[src/design/rlhm_consts.vh]
`ifndef RLHM_CONSTS_VH
`define RLHM_CONSTS_VH

// Register offsets (byte addresses, Avalon word aligned)
`define RLHM_OFF_CTRL 4'h0
`define RLHM_OFF_STATUS 4'h4
`define RLHM_OFF_TUNE 4'h8
`define RLHM_OFF_COUNT 4'hC

// Event register offsets (interrupt block)
`define RLHM_OFF_EVT_STAT 5'h10
`define RLHM_OFF_EVT_CLR 5'h14
`define RLHM_OFF_EVT_EN 5'h18

// Control fields
`define RLHM_CTRL_SEL_LSB 0
`define RLHM_CTRL_SEL_W 4
`define RLHM_CTRL_REFERENCE_SELECT_BIT 4
`define RLHM_CTRL_RST_VAL 5'h10

// Event bits
`define RLHM_EVT_FAIL 0
`define RLHM_EVT_RECOVER 1
`define RLHM_EVT_W 2

// Tuning word
`define RLHM_TUNE_W 10
`define RLHM_TUNE_MID 10'h200
`define RLHM_TUNE_PPM 300

// Timing, ns and derived cycles at 100 MHz
`define RLHM_CLK_NS 10
`define RLHM_SLACK_NS 25
`define RLHM_SLACK_CYC ((`RLHM_SLACK_NS + `RLHM_CLK_NS - 1) / `RLHM_CLK_NS)
`define RLHM_ASSERT_MULT 2
`define RLHM_DEASSERT_MULT 12
// Loss limit: two reference periods of missing reference, in 1/24 units
`define RLHM_LOSS_X24 16'h0030

`endif

[src/design/rlhm_sync2.v]
`timescale 1ns/1ns
// ==========================================
// Two-flop synchroniser for W independent bits
module rlhm_sync2 #(
  parameter W = 1
) (
  // Clock and reset
  input wire i_sys_clk,
  input wire i_rst,
  // Asynchronous in, synchronous out
  input wire [W-1:0] i_async,
  output reg [W-1:0] o_sync
);

  reg [W-1:0] meta_reg;

  always @(posedge i_sys_clk)
  begin
    if (i_rst)
    begin
      meta_reg <= {W{1'b0}};
      o_sync <= {W{1'b0}};
    end
    else
    begin
      meta_reg <= i_async;
      o_sync <= meta_reg;
    end
  end

endmodule

[src/design/rlhm_monitor.v]
`timescale 1ns/1ns
// What this block does
// - On reference loss, tuning word freezes at its last value.
// - On reference loss, validity flag goes to failure.
// - Tuning steers only while divided reference is inside capture range.
// - Outside capture range the validity flag stays in failure.
// - Back inside capture range the failure indication clears.
// - Failure shown within two ratio windows plus 25 ns.
// - Clear waits at least twelve ratio windows plus 25 ns.
// - Tuning word spans about plus or minus 300 ppm.
// - Output loop is always clocked by the crystal, never the reference.
// - Phase error from fed-back output versus reference steers tuning.
// - Four-bit ratio select sets reference to crystal ratio.
// - Flag high while reference valid, low when failed or out of range.
// - Select high picks first reference, low picks second.
`include "rlhm_consts.vh"

module rlhm_monitor #(
  parameter WIN_XTAL = 16,
  parameter CAP_TOL = 2,
  parameter CNT_W = 12
) (
  // Clock and reset
  input wire i_sys_clk,
  input wire i_rst,
  // Asynchronous pins
  input wire i_first_reference_in,
  input wire i_second_reference_in,
  input wire i_feedback_input,
  input wire i_crystal_input,
  // Loop clock and tuning
  output reg o_loop_clk,
  output reg [`RLHM_TUNE_W-1:0] o_tune,
  output reg o_valid_flag,
  output wire o_irq,
  // Avalon-MM slave
  input wire [4:0] i_avs_address,
  input wire i_avs_read,
  input wire i_avs_write,
  input wire [31:0] i_avs_writedata,
  output reg [31:0] o_avs_readdata,
  output wire o_avs_waitrequest
);

  // ==========================================
  // Pin synchronisation
  wire [3:0] pins_sync;

  rlhm_sync2 #(
    .W(4)
  ) u_sync (
    .i_sys_clk(i_sys_clk),
    .i_rst(i_rst),
    .i_async({i_crystal_input, i_feedback_input, i_second_reference_in, i_first_reference_in}),
    .o_sync(pins_sync)
  );

  reg [`RLHM_CTRL_REFERENCE_SELECT_BIT:0] ctrl_reg;
  wire ref_sel = ctrl_reg[`RLHM_CTRL_REFERENCE_SELECT_BIT];
  wire [3:0] ratio_sel = ctrl_reg[`RLHM_CTRL_SEL_W-1:0];
  wire ref_now = ref_sel ? pins_sync[0] : pins_sync[1];
  wire fbk_now = pins_sync[2];
  wire xtal_now = pins_sync[3];

  reg ref_d_reg;
  reg fbk_d_reg;
  reg xtal_d_reg;
  wire ref_rise = ref_now & ~ref_d_reg;
  wire fbk_rise = fbk_now & ~fbk_d_reg;
  wire xtal_rise = xtal_now & ~xtal_d_reg;

  // ==========================================
  // Ratio table: reference edges per crystal edge, times 24
  reg [7:0] ratio_x24;
  always @*
  begin
    case (ratio_sel)
      4'h8: ratio_x24 = 8'h30;
      4'hE: ratio_x24 = 8'h90;
      4'h5: ratio_x24 = 8'h13;
      4'hB: ratio_x24 = 8'h48;
      4'h3: ratio_x24 = 8'h08;
      4'h9: ratio_x24 = 8'h18;
      4'hF: ratio_x24 = 8'h60;
      4'hC: ratio_x24 = 8'hC0;
      4'h1: ratio_x24 = 8'h03;
      4'h6: ratio_x24 = 8'h0C;
      4'hD: ratio_x24 = 8'h30;
      4'h4: ratio_x24 = 8'h0C;
      4'hA: ratio_x24 = 8'h24;
      4'h2: ratio_x24 = 8'h04;
      4'h7: ratio_x24 = 8'h12;
      default: ratio_x24 = 8'h00;
    endcase
  end
  wire bypass = (ratio_sel == 4'h0);

  // ==========================================
  // Edge counting over a crystal window
  // Expected count = WIN_XTAL * ratio; WIN_XTAL a multiple of 24 keeps it integral.
  reg [CNT_W-1:0] xwin_reg;
  reg [CNT_W-1:0] refcnt_reg;
  reg [CNT_W-1:0] lastcnt_reg;
  reg win_done_reg;
  // Crystal edges since the last reference edge, for fast loss detection
  reg [7:0] gap_reg;
  wire [15:0] gap_x24 = gap_reg * ratio_x24;
  wire lost = ~bypass && (gap_x24 >= `RLHM_LOSS_X24);
  wire [CNT_W+7:0] exp_x24 = WIN_XTAL[CNT_W-1:0] * ratio_x24;
  wire [CNT_W+7:0] cnt_x24 = lastcnt_reg * 8'h18;
  wire [CNT_W+7:0] tol_x24 = CAP_TOL[CNT_W-1:0] * 8'h18;
  wire in_range = ~bypass && (cnt_x24 + tol_x24 >= exp_x24) && (cnt_x24 <= exp_x24 + tol_x24);

  always @(posedge i_sys_clk)
  begin
    if (i_rst)
    begin
      ref_d_reg <= 1'b0;
      fbk_d_reg <= 1'b0;
      xtal_d_reg <= 1'b0;
      xwin_reg <= {CNT_W{1'b0}};
      refcnt_reg <= {CNT_W{1'b0}};
      lastcnt_reg <= {CNT_W{1'b0}};
      win_done_reg <= 1'b0;
      gap_reg <= 8'h00;
    end
    else
    begin
      if (ref_rise)
        gap_reg <= 8'h00;
      else if (xtal_rise && gap_reg != 8'hFF)
        gap_reg <= gap_reg + 1'b1;
      ref_d_reg <= ref_now;
      fbk_d_reg <= fbk_now;
      xtal_d_reg <= xtal_now;
      win_done_reg <= 1'b0;
      if (xtal_rise && xwin_reg == WIN_XTAL[CNT_W-1:0] - 1'b1)
      begin
        xwin_reg <= {CNT_W{1'b0}};
        lastcnt_reg <= refcnt_reg + {{(CNT_W-1){1'b0}}, ref_rise};
        refcnt_reg <= {CNT_W{1'b0}};
        win_done_reg <= 1'b1;
      end
      else
      begin
        if (xtal_rise)
          xwin_reg <= xwin_reg + 1'b1;
        if (ref_rise && refcnt_reg != {CNT_W{1'b1}})
          refcnt_reg <= refcnt_reg + 1'b1;
      end
    end
  end

  // ==========================================
  // Flag state machine
  localparam ST_FAIL = 3'b001;
  localparam ST_WAIT = 3'b010;
  localparam ST_OK = 3'b100;
  reg [2:0] state_reg;
  reg [3:0] good_wins_reg;
  reg [7:0] slack_reg;
  reg ev_fail;
  reg ev_recover;

  always @(posedge i_sys_clk)
  begin
    if (i_rst)
    begin
      state_reg <= ST_FAIL;
      good_wins_reg <= 4'h0;
      slack_reg <= 8'h00;
      o_valid_flag <= 1'b0;
      ev_fail <= 1'b0;
      ev_recover <= 1'b0;
    end
    else
    begin
      ev_fail <= 1'b0;
      ev_recover <= 1'b0;
      case (state_reg)
        ST_OK:
        begin
          // A dead reference drops the flag within two expected reference periods
          if ((win_done_reg && !in_range) || lost)
          begin
            state_reg <= ST_FAIL;
            o_valid_flag <= 1'b0;
            ev_fail <= 1'b1;
          end
        end
        ST_WAIT:
        begin
          if ((win_done_reg && !in_range) || lost)
          begin
            state_reg <= ST_FAIL;
            good_wins_reg <= 4'h0;
          end
          else if (good_wins_reg >= `RLHM_DEASSERT_MULT)
          begin
            if (slack_reg >= `RLHM_SLACK_CYC)
            begin
              state_reg <= ST_OK;
              o_valid_flag <= 1'b1;
              ev_recover <= 1'b1;
            end
            else
              slack_reg <= slack_reg + 1'b1;
          end
          else if (win_done_reg)
            good_wins_reg <= good_wins_reg + 1'b1;
        end
        ST_FAIL:
        begin
          slack_reg <= 8'h00;
          if (win_done_reg && in_range)
          begin
            state_reg <= ST_WAIT;
            good_wins_reg <= 4'h1;
          end
        end
        default:
        begin
          state_reg <= ST_FAIL;
          o_valid_flag <= 1'b0;
        end
      endcase
    end
  end

  // ==========================================
  // Tuning: bang-bang phase detector, frozen outside lock
  // Coarse detector; a real array would want a filtered error.
  reg phase_lead_reg;
  wire steer = (state_reg == ST_OK);
  always @(posedge i_sys_clk)
  begin
    if (i_rst)
    begin
      o_tune <= `RLHM_TUNE_MID;
      phase_lead_reg <= 1'b0;
    end
    else
    begin
      if (ref_rise)
        phase_lead_reg <= 1'b1;
      if (fbk_rise)
        phase_lead_reg <= 1'b0;
      if (steer && fbk_rise)
      begin
        // Feedback late: reference already seen, speed up
        if (phase_lead_reg && o_tune != {`RLHM_TUNE_W{1'b1}})
          o_tune <= o_tune + 1'b1;
        else if (!phase_lead_reg && o_tune != {`RLHM_TUNE_W{1'b0}})
          o_tune <= o_tune - 1'b1;
      end
      // Otherwise o_tune holds
    end
  end

  // Loop clock taken from the crystal only, so reference changes never glitch it
  always @(posedge i_sys_clk)
  begin
    if (i_rst)
      o_loop_clk <= 1'b0;
    else
      o_loop_clk <= xtal_now;
  end

  // ==========================================
  // Interrupts
  reg [`RLHM_EVT_W-1:0] evt_stat_reg;
  reg [`RLHM_EVT_W-1:0] evt_en_reg;
  wire [`RLHM_EVT_W-1:0] evt_set = {ev_recover, ev_fail};
  wire wr_clr = i_avs_write && i_avs_address == `RLHM_OFF_EVT_CLR;
  wire [`RLHM_EVT_W-1:0] clr_mask = wr_clr ? i_avs_writedata[`RLHM_EVT_W-1:0] : {`RLHM_EVT_W{1'b0}};
  assign o_irq = |(evt_stat_reg & evt_en_reg);

  // ==========================================
  // Avalon slave: one wait state on reads so registered data stands at the accept edge
  reg rd_ack_reg;
  assign o_avs_waitrequest = i_avs_read & ~rd_ack_reg;
  always @(posedge i_sys_clk)
  begin
    if (i_rst)
    begin
      ctrl_reg <= `RLHM_CTRL_RST_VAL;
      evt_stat_reg <= {`RLHM_EVT_W{1'b0}};
      evt_en_reg <= {`RLHM_EVT_W{1'b0}};
      o_avs_readdata <= 32'h00000000;
      rd_ack_reg <= 1'b0;
    end
    else
    begin
      rd_ack_reg <= i_avs_read & ~rd_ack_reg;
      // Set wins over a simultaneous clear
      evt_stat_reg <= (evt_stat_reg & ~clr_mask) | evt_set;
      if (i_avs_write)
      begin
        if (i_avs_address == `RLHM_OFF_CTRL)
          ctrl_reg <= i_avs_writedata[`RLHM_CTRL_REFERENCE_SELECT_BIT:0];
        if (i_avs_address == `RLHM_OFF_EVT_EN)
          evt_en_reg <= i_avs_writedata[`RLHM_EVT_W-1:0];
      end
      if (i_avs_read && !rd_ack_reg)
      begin
        case (i_avs_address)
          `RLHM_OFF_CTRL: o_avs_readdata <= {27'h0000000, ctrl_reg};
          `RLHM_OFF_STATUS: o_avs_readdata <= {28'h0000000, state_reg, o_valid_flag};
          `RLHM_OFF_TUNE: o_avs_readdata <= {22'h000000, o_tune};
          `RLHM_OFF_COUNT: o_avs_readdata <= {{(32-CNT_W){1'b0}}, lastcnt_reg};
          `RLHM_OFF_EVT_STAT: o_avs_readdata <= {30'h00000000, evt_stat_reg};
          `RLHM_OFF_EVT_EN: o_avs_readdata <= {30'h00000000, evt_en_reg};
          default: o_avs_readdata <= 32'h00000000;
        endcase
      end
    end
  end

endmodule

[config.mk]
export PLATFORM = sky130hd
export DESIGN_NAME = rlhm_monitor
export DESIGN_NICKNAME = d
export VERILOG_FILES = /design/src/design/rlhm_sync2.v /design/src/design/rlhm_monitor.v
export VERILOG_INCLUDE_DIRS = /design/src /design/src/design
export SDC_FILE = /design/constraint.sdc
export NUM_CORES = 1
export LEC_CHECK = 0
export BUFFER_PORTS_ARGS = -buffer_cell sky130_fd_sc_hd__buf_2
export CAP_MARGIN = 20
export CORE_ASPECT_RATIO = 0.9
export CORE_MARGIN = 4
export CORE_UTILIZATION = 65
export DETAILED_ROUTE_END_ITERATION = 12
export PLACE_DENSITY = 0.87
export SYNTH_ARGS = -nofsm -noshare
export SYNTH_HDL_FRONTEND = slang
export SYNTH_HIERARCHICAL = 1
export SYNTH_SLANG_ARGS = --single-unit
[constraint.sdc]
create_clock -name i_sys_clk -period 10.9 [get_ports i_sys_clk]
set_input_delay 0.545 -clock i_sys_clk [delete_from_list [all_inputs] [get_ports i_sys_clk]]
set_output_delay 0.545 -clock i_sys_clk [all_outputs]
set_load 0.02 [all_outputs]
==> summary.md, run 1 <==
| Metric | Value |
|---|---|
| Fin Setup TNS | `0 ns` |
| Simple-Gate Fraction of Synth Area | `0.2172` |
| Clock root cell | `clkbuf_16` |
| Min-delay worst type | `in2reg` |
| Part of the cycle the worst path needs | `0.5482` |
| Core area | `12930 µm²` |
| Number of synthesized flops with an enable pin | `0` |
| Reg2Reg Setup Slack | `4.92 ns` |
| Top cell by count, worst path | `fa_1` |
| Internal power | `775.0 µW` |
| Tightest Pin Transition | `0.9006 ns` |
| R2R depth | `18` |
| Antenna Cells | `0` |
| Initial antenna violation count | `0` |
| Seq/Total Area, Yosys | `0.2624` |
| Critical Path Fanout Max | `15` |
| Die area | `15420 µm²` |
| Status | `finished, final reports clean` |
| Synth Warn # | `6` |
| Wirelength per Cell | `16.03 µm` |
| Maximum vdd drop | `0.0001117 V` |
| Gr ovfl total | `0` |
| Net Sw Power | `223.3 µW` |
| Synth unique cells | `74` |
| # setup viols final | `0` |
| Hold Path Cell Cnt | `2` |
| Final GP Congestion | `0.8943` |
| CTS tree | `done` |
| Max cap viols | `0` |
| Post-Syn Area | `8775 µm²` |
| Comb power frac | `0.038` |
| Clock transition at path regs | `0.05 ns` |
| Total CTS buffers | `17` |
| RSZ-0062 raised after global routing | `no` |
| H-tree depth | `4` |
| Most area-consuming cells after synthesis | `dfxtp_1 (26%), ha_1 (12%), fa_1 (8.7%)` |
| Clock Skew | `0.01132 ns` |
| Pin count of the biggest net entering global routing | `69` |
| Die Span Y | `118.2 µm` |
| Number of fill cells in the layout | `911` |
| Switching share of power | `0.2236` |
| Clock share of power | `0.534` |
| # IOs | `91` |
| Cts hold-fix bufs | `0` |
| Pwr/cell area | `104.9 nW/µm²` |
| Min-delay src | `i_second_reference_in` |
| Clock latency on the worst-skew pair | `0.42 ns` |
| Reg-to-reg endpoint | `good_wins_reg[2]` |
| WS Path Type | `reg2reg` |
| Main combinational cell family by area after synthesis | `simple AND/OR/NAND/NOR gates` |
| Syn Area/Cell | `8.527 µm²` |
| DRC | `0` |
| Compound-Gate Fraction of Synth Area | `0.1484` |
| Via count | `7332` |
| Clk sinks | `115` |
| Pins over their slew limit | `0` |
| Mux share of post-synthesis cell area | `0.02595` |
| CP peak stage delay | `0.60 ns` |
| CP max-delay cell | `dfxtp_1` |
| Sequential cell fraction of total power | `0.428` |
| Share of layout cells above drive strength 1 | `0.08749` |
| GRT Overall Usage | `0.2573` |
| Reg2reg start | `ratio_x24[6]` |
| P&R area growth vs syn | `8.456%` |
| Largest area contributor in the netlist | `dfxtp_1` |
| Syn Inst Count | `1029` |
| Final hold violation count | `0` |
| Worst path required time | `11.21 ns` |
| Post-CTS setup buffer count | `0` |
| Worst setup startpoint | `ratio_x24[6]` |
| WHS Endpoint | `u_sync/meta_reg[1]` |
| Leakage power | `4.284 nW` |
| Synth Register Bits | `115` |
| CP Launch Type | `flop` |
| Post-synth top area share | `0.2624` |
| Port bufs | `43` |
| Die X | `130.5 µm` |
| Max Fclk | `167.3 MHz` |
| Rel. slew slack | `0.3983` |
| Crit end category | `flop` |
| Primary FF master, synth | `dfxtp_1` |
| Vias in the first global route | `6830` |
| Vias/cell | `5.976` |
| Row cnt | `39` |
| Final WL | `19660 µm` |
| HPWL Detailed | `14180 µm` |
| Clk buf depth | `2` |
| Initial core utilization | `0.6786` |
| Post-CTS sizing | `0` |
| FFs w/ async S/R, synth | `0` |
| Pre-Repair DR Iteration Count | `5` |
| Layout net count | `1221` |
| Adder-cell share of the synthesized area | `0.2093` |
| First-pass GRT wire length | `32580 µm` |
| Iter 0 DRT Violations | `657` |
| DRT antenna net count | `0` |
| Final min period | `5.976 ns` |
| Xor/xnor share of the synthesized area | `0.06288` |
| Total power | `998.3 µW` |
| Worst EP arrival | `6.29 ns` |
| CP Cell Sequence | `and2_1, fa_1, fa_1, fa_1, inv_1, fa_1, inv_1, ha_1, nand3_1, o2111ai_1, a21oi_1, nor3_1, or4_1, nand4_1, o21ai_2, a21boi_2, a21boi_1, o32ai_1` |
[worst max-delay path, delay by kind of cell, from the launching register on]
kind | cells | cell delay (ns)
simple gates | 5 | 0.95
fa+ha+maj | 5 | 2.45
compound gates | 6 | 1.76
buf+inv | 2 | 0.10
flops | 1 | 0.60
[cells in the mapped netlist (7+ instances only)]
cell,count
dfxtp_1,115
nor2_1,111
ha_1,86
inv_1,84
nand2_1,60
a21oi_1,55
and2_1,55
fa_1,38
clkbuf_1,36
xnor2_1,34
nand3_1,33
xor2_1,29
o21ai_0,28
buf_4,20
nor2b_1,17
mux2i_1,16
nand4_1,15
a211oi_1,14
nor3_1,14
and3_1,12
nor4_1,11
or3_1,11
a21o_1,9
o211ai_1,9
nand2b_1,8
a222oi_1,7
a31oi_1,7
[power by group through the flow]
| stage | clock, mW | sequential [mW] | combinational [mW] |
|---|---|---|---|
| 2_1_floorplan | 0 | 0.434 | 0.0340 |
| 3_3_place_gp | 0 | 0.436 | 0.0364 |
| 3_5_place_dp | 0 | 0.436 | 0.0370 |
| 4_1_cts | 0.537 | 0.427 | 0.0373 |
| 5_1_grt | 0.556 | 0.427 | 0.0419 |
| 6_report | 0.533 | 0.427 | 0.0379 |
[cells by family (layout without fill, tap and decap cells)]
family                     Yosys count  count (layout)
and+or+nand+nor                    374             374
AOI/OAI and AO/OA                  187             187
buffers and inverters              145             160
adders and majority gates          124             124
DFF                                115             115
xor gates and xnor gates            63              63
muxes                               20              20
other                                1              20
[worst max-delay path by stage]
stage | to | slack [ns] | cells past startpoint
2_1_floorplan | state_reg[0] | 5.86 | 21
3_3_place_gp | good_wins_reg[0] | 5.18 | 19
5_1_grt | good_wins_reg[3] | 4.60 | 19
3_5_place_dp | good_wins_reg[0] | 5.02 | 19
4_1_cts | good_wins_reg[2] | 4.98 | 19
6_report | good_wins_reg[2] | 4.92 | 18
[cells in the final DEF, fill, tap and decap left out, drive strengths merged, types with 5 or more instances in the layout]
cell type and count:
dfxtp 115, nor2 111, ha 86, inv 84, nand2 61, and2 55, a21oi 55, buf 45
fa 38, xnor2 34, nand3 33, o21ai 30, xor2 29, clkbuf 22, conb 20, nor2b 17
mux2i 16, nand4 15, a211oi 15, nor3 14, and3 13, or3 12, nor4 11, o211ai 10
a21o 9, nand2b 8, a21boi 8, a31oi 7, a222oi 7, o2111ai 6, o21a 6, a22oi 6
nand3b 5, clkinv 5
[layout make-up]
type / count / area (µm²) / area share
Sequential cell: 115 / 2302 / 0.2419
Timing Repair Buffer: 45 / 230.2 / 0.02419
Tap cell: 164 / 205.2 / 0.02156
Multi-Input combinational cell: 788 / 5899 / 0.6199
Clock buffer: 22 / 454.2 / 0.04773
Inverter: 85 / 319.1 / 0.03353
Clock inverter: 8 / 106.4 / 0.01118
[metrics by stage]
stage | hold WS (ns) | instance area (µm²) | cells | setup slack (ns) | utilization
after CTS | 0.3258 | 9517 | 1227 | 4.979 | 0.7359
after global routing | 0.3356 | 9517 | 1227 | 4.595 | 0.7359
after global placement | 0.4158 | 8956 | 1197 | 5.181 | 0.6926
after detailed placement | 0.4264 | 8956 | 1197 | 5.022 | 0.6926
after floorplan | 0.4130 | 8846 | 1048 | 5.859 | -
final | 0.3320 | 9517 | 1227 | 4.924 | 0.7359
[metal layers]
metal  vias to the layer above  GRT usage  wire length [µm]
met5                         -          0                 0
met4                         0    0.07455               335
met3                        36    0.05142              1238
met2                       252     0.4003              9369
met1                      3471     0.3632              8720
li1                       3573          -                 -
Power figures use the tool's default switching activity.
==> run 2, diff against run 1 <==
--- a/config.mk
+++ b/config.mk
@@ -10,9 +10,9 @@
 export CAP_MARGIN = 20
 export CORE_ASPECT_RATIO = 0.9
 export CORE_MARGIN = 4
-export CORE_UTILIZATION = 65
+export CORE_UTILIZATION = 55
 export DETAILED_ROUTE_END_ITERATION = 12
-export PLACE_DENSITY = 0.87
+export PLACE_DENSITY = 0.78
 export SYNTH_ARGS = -nofsm -noshare
 export SYNTH_HDL_FRONTEND = slang
 export SYNTH_HIERARCHICAL = 1
==> constraint.sdc (replaced) <==
create_clock -name i_sys_clk -period 5.05 [get_ports i_sys_clk]
set_input_delay 0.2525 -clock i_sys_clk [delete_from_list [all_inputs] [get_ports i_sys_clk]]
set_output_delay 0.2525 -clock i_sys_clk [all_outputs]
set_load 0.02 [all_outputs]
==> run 2 against run 1 <==
Net effect: clock power is 120% higher; non-clock buffer count is 54 higher; global-route usage is 3.4 points lower; sequential power is 110% higher; combinational power is 130% higher; largest cell class unchanged.
==> summary.md, run 2 (same netlist as run 1, synthesis figures left out) <==
| Metric | Value |
|---|---|
| Status | `finished, final reports clean` |
| CP Launch Type | `flop` |
| Clock latency on the worst-skew pair | `0.41 ns (about the same)` |
| Top cell by count, worst path | `fa_1` |
| DRT antenna net count | `0 (unchanged)` |
| Pwr/cell area | `213.0 nW/µm² (+100%)` |
| Final WL | `19860 µm (+1.0%)` |
| Cts hold-fix bufs | `0 (unchanged)` |
| Reg2reg start | `gap_reg[3]` |
| First-pass GRT wire length | `33420 µm (+2.6%)` |
| Rel. slew slack | `0.3143 (-0.08396)` |
| HPWL Detailed | `14650 µm (+3.3%)` |
| Crit end category | `flop` |
| Antenna Cells | `0 (unchanged)` |
| Max cap viols | `0 (unchanged)` |
| Clock Skew | `0.007018 ns (-0.004304 ns)` |
| Clk sinks | `115 (unchanged)` |
| Total power | `2.190 mW (+120%)` |
| Wirelength per Cell | `15.04 µm (-6.2%)` |
| Tightest Pin Transition | `1.026 ns (+0.1257 ns)` |
| Kind of cell adding the most delay to the critical path | `adder cells` |
| H-tree depth | `4 (unchanged)` |
| Min-delay worst type | `in2reg` |
| Vias in the first global route | `7105 (+4.0%)` |
| Total CTS buffers | `17 (unchanged)` |
| DRC | `0 (unchanged)` |
| Final hold violation count | `0 (unchanged)` |
| Hold Path Cell Cnt | `2 (unchanged)` |
| CP Cell Sequence | `buf_4, and2_4, fa_2, fa_1, inv_1, fa_1, fa_1, inv_2, ha_4, o21ai_1, nor2_1, o21ai_1, a31oi_1, mux2i_1, nand4_1, o21ai_2, a21boi_4, buf_6, buf_6, a21bo_2, a21boi_1` |
| Initial core utilization | `0.5643 (-0.1142)` |
| Vias/cell | `5.622 (-5.9%)` |
| Iter 0 DRT Violations | `564 (-14%)` |
| Via count | `7427 (+1.3%)` |
| Clock transition at path regs | `0.05 ns (about the same)` |
| # setup viols final | `0 (unchanged)` |
| Clk buf depth | `2 (unchanged)` |
| Clock root cell | `clkbuf_16` |
| Final GP Congestion | `0.8914 (-0.32%)` |
| WS Path Type | `reg2reg` |
| Gr ovfl total | `0 (unchanged)` |
| Min-delay src | `i_feedback_input` |
| Reg2Reg Setup Slack | `0.11 ns (-4.81 ns)` |
| Leading cell type in the layout, fill and taps excluded | `nor2_1` |
| Core area | `15550 µm² (+20%)` |
| Final Util | `0.6610 (-0.07497)` |
| Pins over their slew limit | `0 (unchanged)` |
| CP bufs+invs | `5 (+3)` |
| CP peak stage delay | `0.56 ns (-0.04 ns)` |
| Part of the cycle the worst path needs | `0.9784 (+0.4301)` |
| Share of layout cells above drive strength 1 | `0.1814 (+0.09392)` |
| Row cnt | `43 (+10%)` |
| Reg-to-reg endpoint | `slack_reg[1]` |
| Leakage power | `4.617 nW (+7.8%)` |
| Most frequent cells in the layout | `nor2_1 (109), dfxtp_1 (103), ha_1 (79)` |
| GRT Overall Usage | `0.2235 (-0.03380)` |
| Worst EP arrival | `5.24 ns (-1.05 ns)` |
| Die Span Y | `127.8 µm (+8.1%)` |
| Layout net count | `1275 (+4.4%)` |
| RSZ-0062 raised after global routing | `yes` |
| P&R area growth vs syn | `17.13%` |
| WHS Endpoint | `u_sync/meta_reg[2]` |
| Initial antenna violation count | `0 (unchanged)` |
| Critical Path Fanout Max | `5 (-10)` |
| Pin count of the biggest net entering global routing | `49 (-29%)` |
| Max Fclk | `202.4 MHz (+21%)` |
| Pre-Repair DR Iteration Count | `7 (+2)` |
| Die X | `141.1 µm (+8.2%)` |
| CTS tree | `done` |
| CP max-delay cell | `fa_1` |
| Final min period | `4.941 ns (-1.035 ns)` |
| Maximum vdd drop | `0.0002714 V (+140%)` |
| Port bufs | `43 (unchanged)` |
| Die area | `18040 µm² (+17%)` |
| R2R depth | `21 (+3)` |
| Worst path required time | `5.35 ns (-5.86 ns)` |
| # IOs | `91 (unchanged)` |
[run 2: what timing repair did]
action,CTS,global route
setup endpoints to repair,12,12
gates resized for setup,28,52
pin swaps,18,50
buffers inserted,3,2
[run 2: worst register-to-register path, cell delays in order (launching register included)]
cell      delay (ns)
dfxtp_4         0.36
buf_4           0.15
and2_4          0.14
fa_2            0.38
fa_1            0.51
inv_1           0.05
fa_1            0.48
fa_1            0.56
inv_2           0.05
ha_4            0.28
o21ai_1         0.06
nor2_1          0.13
o21ai_1         0.10
a31oi_1         0.23
mux2i_1         0.26
nand4_1         0.20
o21ai_2         0.23
a21boi_4        0.27
buf_6           0.15
buf_6           0.09
a21bo_2         0.11
a21boi_1        0.05
[run 2: layout make-up]
| cell class | count | area [µm²] |
|---|---|---|
| Tap cell | 202 | 252.7 |
| Fill cell | 1206 | 5271 |
| Sequential cell | 115 | 2335 |
| Clock inverter | 11 | 127.6 |
| Multi-Input combinational cell | 788 | 6133 |
| Clock buffer | 21 | 450.4 |
| Inverter | 85 | 320.3 |
| Timing Repair Buffer | 99 | 658.1 |
[run 2: worst max-delay path by stage]
| stage | from | endpoint | slack, ns | cells past startpoint |
|---|---|---|---|---|
| after detailed placement | ratio_x24[4] | good_wins_reg[2] | -0.26 | 20 |
| after global placement | ratio_x24[4] | good_wins_reg[2] | -0.06 | 20 |
| after floorplan | ratio_x24[7] | state_reg[0] | 0.009 | 21 |
| after CTS | ratio_x24[3] | good_wins_reg[2] | 0.005 | 19 |
| final | gap_reg[3] | slack_reg[1] | 0.11 | 21 |
| after global routing | gap_reg[4] | good_wins_reg[3] | -0.06 | 19 |
[run 2: metal layers]
metal / vias to the layer above / GRT usage / wire [µm]
met5: - / 0 / 0
met4: 0 / 0.05242 / 184
li1: 3689 / - / -
met1: 3509 / 0.3118 / 9357
met3: 19 / 0.03618 / 1095
met2: 210 / 0.3654 / 9226
[run 2: where the power goes]
group	internal (mW)	total [mW]	leakage (nW)	switching, mW
sequential	0.911	0.916	0.937	0.00475
clock	0.742	1.19	0.274	0.445
combinational	0.0262	0.0857	3.41	0.0595
[run 2: stage by stage]
step | TNS, ns | cells | instance area [µm²] | hold WS, ns | worst slack, ns
global route | -0.3448 | 1321 | 10280 | 0.04774 | -0.06401
detailed placement | -1.883 | 1284 | 9371 | 0.4239 | -0.2614
CTS | 0 | 1319 | 10070 | 0.03931 | 0.005348
floorplan | 0 | 1048 | 8846 | 0.3241 | 0.008572
global placement | -0.2485 | 1284 | 9371 | 0.4147 | -0.06249
finish | 0 | 1321 | 10280 | 0.04903 | 0.1093
